`src/logic/bpb_pkg.sv`:
```
// holds constants and types shared by the bank configuration block
// assumes one 200 MHz clock and byte-wide register access by offset
package bpb_pkg;

  // ---------------------------------------------------------------
  // register offsets and widths
  // ---------------------------------------------------------------
  localparam int          REG_W             = 8;
  localparam logic [7:0]  OFS_PWM_B         = 8'h14;
  localparam logic [7:0]  OFS_PWM_C         = 8'h15;
  localparam logic [7:0]  OFS_BRIGHT_A      = 8'h16;
  localparam logic [7:0]  OFS_BRIGHT_B      = 8'h18;

  // ---------------------------------------------------------------
  // field layouts, masks and reset values
  // ---------------------------------------------------------------
  localparam int          NUM_ZONES         = 5;
  localparam int          NUM_SINKS         = 3;
  localparam int          NUM_PWM_BANKS     = 2;
  localparam int          PWM_SEL_BIT       = 0;
  localparam int          PWM_POL_BIT       = 1;
  localparam int          PWM_ZONE_LSB      = 2;
  localparam int          BRT_CTL_BIT       = 0;
  localparam int          BRT_MAP_BIT       = 1;
  localparam int          BRT_PTR_LSB       = 2;
  localparam logic [7:0]  PWM_WR_MASK       = 8'h7F;
  localparam logic [7:0]  BRT_WR_MASK       = 8'h1F;
  localparam logic [6:0]  PWM_RESET         = 7'h02;
  localparam logic [4:0]  BRT_RESET         = 5'h11;
  localparam logic [2:0]  MAX_ZONE          = 3'h4;
  localparam logic [2:0]  TARGET_FOUR       = 3'h4;

  // sink bank assignment codes, upper bit set means bank c
  localparam logic [1:0]  ASSIGN_BANK_A     = 2'h0;
  localparam logic [1:0]  ASSIGN_BANK_B     = 2'h1;

  // ---------------------------------------------------------------
  // carriers
  // ---------------------------------------------------------------
  typedef struct packed {
    logic [NUM_ZONES-1:0] zoneEnable;   // bit 0 is zone 0
    logic                 polarityHigh;
    logic                 selectSecond;
  } bpb_pwm_cfg_t;

  typedef struct packed {
    logic [2:0] pointer;
    logic       linearMap;
    logic       i2cControl;
  } bpb_bright_cfg_t;

  typedef struct packed {
    logic       pwmGate;
    logic       i2cControl;
    logic       linearMap;
    logic [2:0] target;
  } bpb_sink_ctl_t;

endpackage : bpb_pkg

```
`src/logic/bpb_pwm_gate.sv`:
```
// holds the per-bank pulse input selection, polarity and zone gating
// assumes pulse inputs are already synchronised to sys_clk
`timescale 1ns/1ps
`default_nettype none
module bpb_pwm_gate
  import bpb_pkg::*;
(
  input  wire logic         sys_clk,
  input  wire logic         nrst,
  input  wire bpb_pwm_cfg_t cfg,
  input  wire logic         pulseOne,
  input  wire logic         pulseTwo,
  input  wire logic [2:0]   ambientZone,
  output logic              gatedPulse
);

  // ---------------------------------------------------------------
  // gating
  // ---------------------------------------------------------------
  logic gated_reg;
  logic gated_next;
  logic srcPulse;
  logic actPulse;
  logic zoneOn;

  // disabled zone leaves current ungated (full on), never forced off
  always_comb begin
    srcPulse   = cfg.selectSecond ? pulseTwo : pulseOne;
    actPulse   = cfg.polarityHigh ? srcPulse : ~srcPulse;
    zoneOn     = (ambientZone <= MAX_ZONE) &&
                 cfg.zoneEnable[ambientZone];
    gated_next = zoneOn ? actPulse : 1'b1;
  end

  always_ff @(posedge sys_clk) begin
    if (!nrst) begin
      gated_reg <= 1'b1;
    end else begin
      gated_reg <= gated_next;
    end
  end

  assign gatedPulse = gated_reg;

endmodule // bpb_pwm_gate
`default_nettype wire

```
`src/logic/bpb_config_bank.sv`:
```
// holds the bank pulse mapping and brightness configuration registers
// assumes a byte register port decoded upstream, one clock domain
//
// What this block does
// - bank b bit 0 picks pulse input
// - bank c bit 0 picks pulse input
// - bit 1 sets pulse polarity, high default
// - five zone enable bits, all off default
// - bank a bit 0: sensing or i2c
// - bank b bit 0: sensing or i2c
// - bit 1 exponential or linear current mapping
// - bank a pointer picks target, 1xx four
// - bank b pointer decodes the same way
// - pointer used only under i2c control
// - each sink follows its assigned bank
`timescale 1ns/1ps
`default_nettype none
module bpb_config_bank
  import bpb_pkg::*;
(
  input  wire logic                      sys_clk,
  input  wire logic                      nrst,
  input  wire logic                      regWrEn,
  input  wire logic                      regRdEn,
  input  wire logic [7:0]                regAddr,
  input  wire logic [7:0]                regWrData,
  output logic [7:0]                     regRdData,
  output logic                           regRdValid,
  input  wire logic                      firstPulseInput,
  input  wire logic                      secondPulseInput,
  input  wire logic [2:0]                ambientZone,
  input  wire logic [5:0]                sinkAssign,
  input  wire logic                      bankAPulse,
  input  wire bpb_bright_cfg_t           bankCBright,
  output bpb_sink_ctl_t [NUM_SINKS-1:0]  sinkCtl
);

  // ---------------------------------------------------------------
  // configuration registers
  // ---------------------------------------------------------------
  bpb_pwm_cfg_t    pwmB_reg,    pwmB_next;
  bpb_pwm_cfg_t    pwmC_reg,    pwmC_next;
  bpb_bright_cfg_t brightA_reg, brightA_next;
  bpb_bright_cfg_t brightB_reg, brightB_next;
  logic [7:0]      pwmWrVal;
  logic [7:0]      brtWrVal;

  // unused upper bits are masked away, so they never store
  always_comb begin
    pwmWrVal     = regWrData & PWM_WR_MASK;
    brtWrVal     = regWrData & BRT_WR_MASK;
    pwmB_next    = pwmB_reg;
    pwmC_next    = pwmC_reg;
    brightA_next = brightA_reg;
    brightB_next = brightB_reg;
    if (regWrEn) begin
      unique case (regAddr)
        OFS_PWM_B:    pwmB_next    = pwmWrVal[6:0];
        OFS_PWM_C:    pwmC_next    = pwmWrVal[6:0];
        OFS_BRIGHT_A: brightA_next = brtWrVal[4:0];
        OFS_BRIGHT_B: brightB_next = brtWrVal[4:0];
        default:      ;
      endcase
    end
  end

  // reset values give i2c control, exponential map, target four
  always_ff @(posedge sys_clk) begin
    if (!nrst) begin
      pwmB_reg    <= PWM_RESET;
      pwmC_reg    <= PWM_RESET;
      brightA_reg <= BRT_RESET;
      brightB_reg <= BRT_RESET;
    end else begin
      pwmB_reg    <= pwmB_next;
      pwmC_reg    <= pwmC_next;
      brightA_reg <= brightA_next;
      brightB_reg <= brightB_next;
    end
  end

  // ---------------------------------------------------------------
  // register read port
  // ---------------------------------------------------------------
  logic [7:0] rdData_reg,  rdData_next;
  logic       rdValid_reg, rdValid_next;

  // one cycle latency; unmapped offsets answer zero
  always_comb begin
    rdValid_next = regRdEn;
    rdData_next  = rdData_reg;
    if (regRdEn) begin
      unique case (regAddr)
        OFS_PWM_B:    rdData_next = {1'b0, pwmB_reg};
        OFS_PWM_C:    rdData_next = {1'b0, pwmC_reg};
        OFS_BRIGHT_A: rdData_next = {3'h0, brightA_reg};
        OFS_BRIGHT_B: rdData_next = {3'h0, brightB_reg};
        default:      rdData_next = 8'h00;
      endcase
    end
  end

  always_ff @(posedge sys_clk) begin
    if (!nrst) begin
      rdData_reg  <= 8'h00;
      rdValid_reg <= 1'b0;
    end else begin
      rdData_reg  <= rdData_next;
      rdValid_reg <= rdValid_next;
    end
  end

  assign regRdData  = rdData_reg;
  assign regRdValid = rdValid_reg;

  // ---------------------------------------------------------------
  // pulse pin synchronisers
  // ---------------------------------------------------------------
  logic [1:0] pinMeta_reg, pinMeta_next;
  logic [1:0] pinSync_reg, pinSync_next;

  // meta stage feeds only the sync stage
  always_comb begin
    pinMeta_next = {secondPulseInput, firstPulseInput};
    pinSync_next = pinMeta_reg;
  end

  always_ff @(posedge sys_clk) begin
    if (!nrst) begin
      pinMeta_reg <= 2'h0;
      pinSync_reg <= 2'h0;
    end else begin
      pinMeta_reg <= pinMeta_next;
      pinSync_reg <= pinSync_next;
    end
  end

  // ---------------------------------------------------------------
  // per-bank pulse gating, index 0 is bank b, 1 is bank c
  // ---------------------------------------------------------------
  bpb_pwm_cfg_t pwmCfgArr [NUM_PWM_BANKS];
  logic [NUM_PWM_BANKS-1:0] gatedArr;

  assign pwmCfgArr[0] = pwmB_reg;
  assign pwmCfgArr[1] = pwmC_reg;

  genvar gb;
  generate
    for (gb = 0; gb < NUM_PWM_BANKS; gb++) begin : g_bank
      bpb_pwm_gate u_gate (
        .sys_clk     (sys_clk),
        .nrst        (nrst),
        .cfg         (pwmCfgArr[gb]),
        .pulseOne    (pinSync_reg[0]),
        .pulseTwo    (pinSync_reg[1]),
        .ambientZone (ambientZone),
        .gatedPulse  (gatedArr[gb])
      );
    end
  endgenerate

  // ---------------------------------------------------------------
  // sink routing
  // ---------------------------------------------------------------
  // pointer 1xx collapses to target four, lower codes pass through
  function automatic logic [2:0] decodeTarget(input logic [2:0] ptr);
    decodeTarget = ptr[2] ? TARGET_FOUR : {1'b0, ptr[1:0]};
  endfunction

  genvar gs;
  generate
    for (gs = 0; gs < NUM_SINKS; gs++) begin : g_sink
      bpb_sink_ctl_t   ctl_reg, ctl_next;
      bpb_bright_cfg_t brt;
      logic            pwm;
      logic [1:0]      asg;

      // bank a pulse comes gated from elsewhere, three cycles less latency than banks b and c
      always_comb begin
        asg = sinkAssign[2*gs +: 2];
        if (asg == ASSIGN_BANK_A) begin
          brt = brightA_reg;
          pwm = bankAPulse;
        end else if (asg == ASSIGN_BANK_B) begin
          brt = brightB_reg;
          pwm = gatedArr[0];
        end else begin
          brt = bankCBright;
          pwm = gatedArr[1];
        end
        ctl_next.pwmGate    = pwm;
        ctl_next.i2cControl = brt.i2cControl;
        ctl_next.linearMap  = brt.linearMap;
        // sensing mode follows the live zone, pointer unused
        ctl_next.target     = brt.i2cControl ?
                              decodeTarget(brt.pointer) :
                              ambientZone;
      end

      always_ff @(posedge sys_clk) begin
        if (!nrst) begin
          ctl_reg <= '0;
        end else begin
          ctl_reg <= ctl_next;
        end
      end

      assign sinkCtl[gs] = ctl_reg;
    end
  endgenerate

  logic zoneOnB;
  logic zoneOnC;
  assign zoneOnB = (ambientZone <= MAX_ZONE) &&
                   pwmB_reg.zoneEnable[ambientZone];
  assign zoneOnC = (ambientZone <= MAX_ZONE) &&
                   pwmC_reg.zoneEnable[ambientZone];
endmodule // bpb_config_bank
`default_nettype wire

```
`config.mk`:
```
export PLATFORM = sky130hd
export DESIGN_NAME = bpb_config_bank
export DESIGN_NICKNAME = d
export VERILOG_FILES = /design/src/logic/bpb_pkg.sv /design/src/logic/bpb_pwm_gate.sv /design/src/logic/bpb_config_bank.sv
export SDC_FILE = /design/constraint.sdc
export NUM_CORES = 1
export LEC_CHECK = 0
export ABC_AREA = 1
export CORE_MARGIN = 2
export CORE_UTILIZATION = 55
export CTS_CLUSTER_SIZE = 14
export DETAILED_ROUTE_END_ITERATION = 8
export DONT_BUFFER_PORTS = 1
export PLACE_DENSITY = 0.72
export SLEW_MARGIN = 25
export SYNTH_ARGS = -nofsm -noshare
export SYNTH_HDL_FRONTEND = slang
export SYNTH_HIERARCHICAL = 1
export SYNTH_SLANG_ARGS = --single-unit
```
`constraint.sdc`:
```
create_clock -name sys_clk -period 2.3 [get_ports sys_clk]
set_clock_uncertainty 0.2 [all_clocks]
set_input_delay 0.115 -clock sys_clk [delete_from_list [all_inputs] [get_ports sys_clk]]
set_output_delay 0.115 -clock sys_clk [all_outputs]
set_load 0.005 [all_outputs]
```
==> run summary <==
============================================================================
Outcome                                                            completed
Cells taking the most area after synthesis                      dfxtp_1 42%, nand2_1 17%, inv_1 7.2%, a21oi_1 6.8%, nand3_1 5.7%
Buffer levels on the longest clock path                                    2
Commonest non-fill, non-tap cells in the layout                 122 x nand2_1, 56 x dfxtp_1, 51 x inv_1
Starting density of the core                                           56.6%
Largest stage delay on the critical path                              770 ps
Pin count of the biggest net entering global routing                      26
Final cycle utilization of the critical path                           97.7%
Most common library cell in the layout ignoring fill and taps        nand2_1
Placeable Area                                                   0.00469 mm2
Clock Latency Late Sink                                               300 ps
Clock tree sinks                                                          56
Sum Neg Setup Slack                                                     0 ps
Power share of the combinational group                                  9.8%
Critical Path Stages                                                       7
Worst Reg-to-Reg Cells                                                     7
Largest register FFs                                                      18
Origin of the critical flop-to-flop path                         pwmC_reg[4]
Antenna violation net count after detailed routing                         0
DR iter-0 viols                                                          136
Area growth, synth to finish                                           22.2%
Setup CP Type                                                   primary input to flop
Worst Tran Pin Value                                                  919 ps
Cts bufs inserted                                                          5
Total congestion overflow after global routing                             0
Worst path arrival time                                              2300 ps
# setup viols final                                                        0
Worst path top cell family by delay                             buffers and inverters
Final estimated routing congestion in global placement                 0.882
Number of cells produced by synthesis                                    383
Crit path launch type                                           primary input
Cells along the critical path                                   dlygate4sd3_1 > nand3_1 > dlygate4sd3_1 > nand2_1 > dlygate4sd3_1 > nand2_1 > nand2_1
Area enclosed by the die boundary                                0.00540 mm2
Relative slew slack                                                    38.7%
H-tree levels                                                              2
Sort of element at the end of the critical path                         flop
Initial antenna violation count                                            0
Required time of the worst setup path                                2350 ps
Buf/Inv on CP                                                              3
Number of rows created at floorplan                                       25
Count of max-cap constraint violations                                     0
Part of the total power dissipated in the clock network                41.2%
Detail-routed via count per cell                                        5.43
PwrDens                                                           635 mW/mm2
Number of warning messages in the yosys log                                6
Global-route wire length before repair                               10.8 mm
Number of instances on the worst hold path                                 4
Hold violation count in the final report                                   0
Worst Hold Class                                                primary input to flop
Worst ir drop on vdd                                                0.340 mV
Sequential cell area fraction in the yosys report                      42.2%
Unique masters post-synth                                                 29
Yosys top cell area share                                              42.2%
Detailed placer's ending HPWL                                        4.57 mm
Timing-limited maximum frequency                                     445 MHz
Worst-case hold path end point                                   pwmC_reg[5]
Total global routing track utilization                                 26.0%
Clock tree from TritonCTS                                                yes
Internal Pwr Total                                                   1.62 mW
Die outline width                                                    73.5 um
Post-synth net total                                                     420
Shortest period the worst path allows                                2250 ps
Final net count                                                          459
Leakage                                                              1.44 nW
Wire length per cell                                                 13.9 um
Root Driver                                                         clkbuf_8
Cell area after placement                                        0.00268 mm2
Syn avg cell area                                                   6.94 um2
Reg2reg setup slack                                                   220 ps
ANT cells                                                                  0
Filler Cells Inserted                                                    429
Detailed-route via count                                                2591
Net switching power                                                 0.436 mW
Vias in the first global route                                          2294
Final WL                                                             6.64 mm
Endpoint of the most critical register-to-register path         g_bank[1].u_gate/gatedPulse
Switching Fraction                                                     21.2%
Worst setup path startpoint                                     ambientZone[1]
Cell with the largest stage delay on the worst path             dlygate4sd3_1
Largest fanout of any net on the critical path                             9
Launch point of the worst hold path                               regAddr[4]
Sequential group share of total power                                  48.9%
Layout Cell Area excl Fill                                       0.00325 mm2
Number of synthesized register bits                                       56
Final-report max-slew violation count                                      0
Netlist Area Pre-Place                                           0.00266 mm2
Router iterations before antenna repair                                    4
Number of DRC violations after detailed routing                            0
Fraction of layout instances using a drive strength above 1            7.33%
Setup repair after global routing missed its margin                    false
Number of buffer cells added on primary ports                              0
Clock-pin slew on the worst setup and hold paths                       90 ps
I/O pin count                                                             64
Y dimension of the die                                               73.5 um
Cell taking the most area after synthesis                            dfxtp_1
============================================================================
cells in the mapped netlist:
cell      count
o221ai_1     11
buf_6         1
o211ai_2      2
nand3_4       1
o221ai_2      1
clkinv_1      1
dfxtp_1      56
buf_1         1
o21ai_1      10
conb_1        1
nand2_2       3
o21ai_0      11
nand2_1     122
inv_2         6
nand4_1       1
nor2_1       15
buf_4         2
nor2_8        1
nand3_2       2
nand3_1      30
inv_1        51
o22ai_1       3
buf_2         2
nand3b_1      2
a21oi_1      36
nor2_2        3
nor2_4        2
clkbuf_1      4
a211oi_1      2
power groups by stage:
stage               Clock, mW  Sequential, mW  Combinational, mW
finish                  0.850            1.01              0.203
global route            0.900            1.01              0.225
CTS                     0.864            1.01              0.199
detailed placement          0            1.03              0.130
global placement            0            1.03              0.129
floorplan                   0            1.03              0.115
worst register-to-register path, cell delays in order, from the launching register on:
cell and delay (ps):
dfxtp_1 380, nand2_1 80, nand3_1 70, dlygate4sd3_1 560, nand2_1 50, dlygate4sd3_1 550
nand2_1 60, nand2_1 40
routing by layer:
| layer | GRT usage, % | up-vias | part of all wire [%] |
|---|---|---|---|
| met3 | 3.98 | 8 | 7.6 |
| li1 | - | 1316 | - |
| met2 | 40.7 | 102 | 46 |
| met1 | 35.9 | 1165 | 45 |
| met4 | 10.1 | 0 | 1.4 |
| met5 | 0 | - | 0 |
final cells by class:
| class | instances | area (um2) | share of cell area (%) |
|---|---|---|---|
| well taps | 54 | 67.6 | 2.08 |
| multi-input cells | 259 | 1260 | 38.9 |
| clock buffers | 5 | 68.8 | 2.12 |
| clock inverters | 3 | 90.1 | 2.78 |
| inverters | 58 | 218 | 6.71 |
| flip-flops and latches | 56 | 1120 | 34.5 |
| repair buffers | 42 | 418 | 12.9 |
worst max path at each step:
| stage | to | slack (ps) |
|---|---|---|
| CTS | brightB_reg[0] | 8 |
| detailed placement | pwmB_reg[3] | 770 |
| global route | g_bank[1].u_gate/gatedPulse | 30 |
| floorplan | pwmB_reg[0] | 1100 |
| finish | g_bank[1].u_gate/gatedPulse | 50 |
| global placement | pwmB_reg[3] | 800 |
through the flow:
stage / util, % / cells / setup WS [ps] / hold slack, ps / power, mW
after global routing: 69.2 / 477 / 33.7 / 25.1 / 2.14
after detailed placement: 57.2 / 429 / 773 / 8.04 / 1.16
after CTS: 69.1 / 477 / 7.59 / 3.55 / 2.07
after global placement: 57.2 / 429 / 797 / 4.86 / 1.16
final: 69.2 / 477 / 53.3 / 15.0 / 2.06
after floorplan: - / 383 / 1100 / 12.6 / 1.14
logic make-up (layout without fill, tap and decap cells):
group / count (synthesis) / in the layout / share of synthesized area [%]
AO/OA/AOI/OAI: 76 / 76 / 17.1
AND/OR/NAND/NOR: 182 / 182 / 30.2
other: 1 / 1 / 0.141
flip-flops: 56 / 56 / 42.2
buffers and inverters: 68 / 108 / 10.3
repair_timing:
item,in CTS,in global routing
endpoints found under the setup margin,0,17
setup buffers,0,0
gates resized for setup,0,1
endpoints found under the hold margin,56,0
hold buffers,40,0
Power figures use the tool's default switching activity.
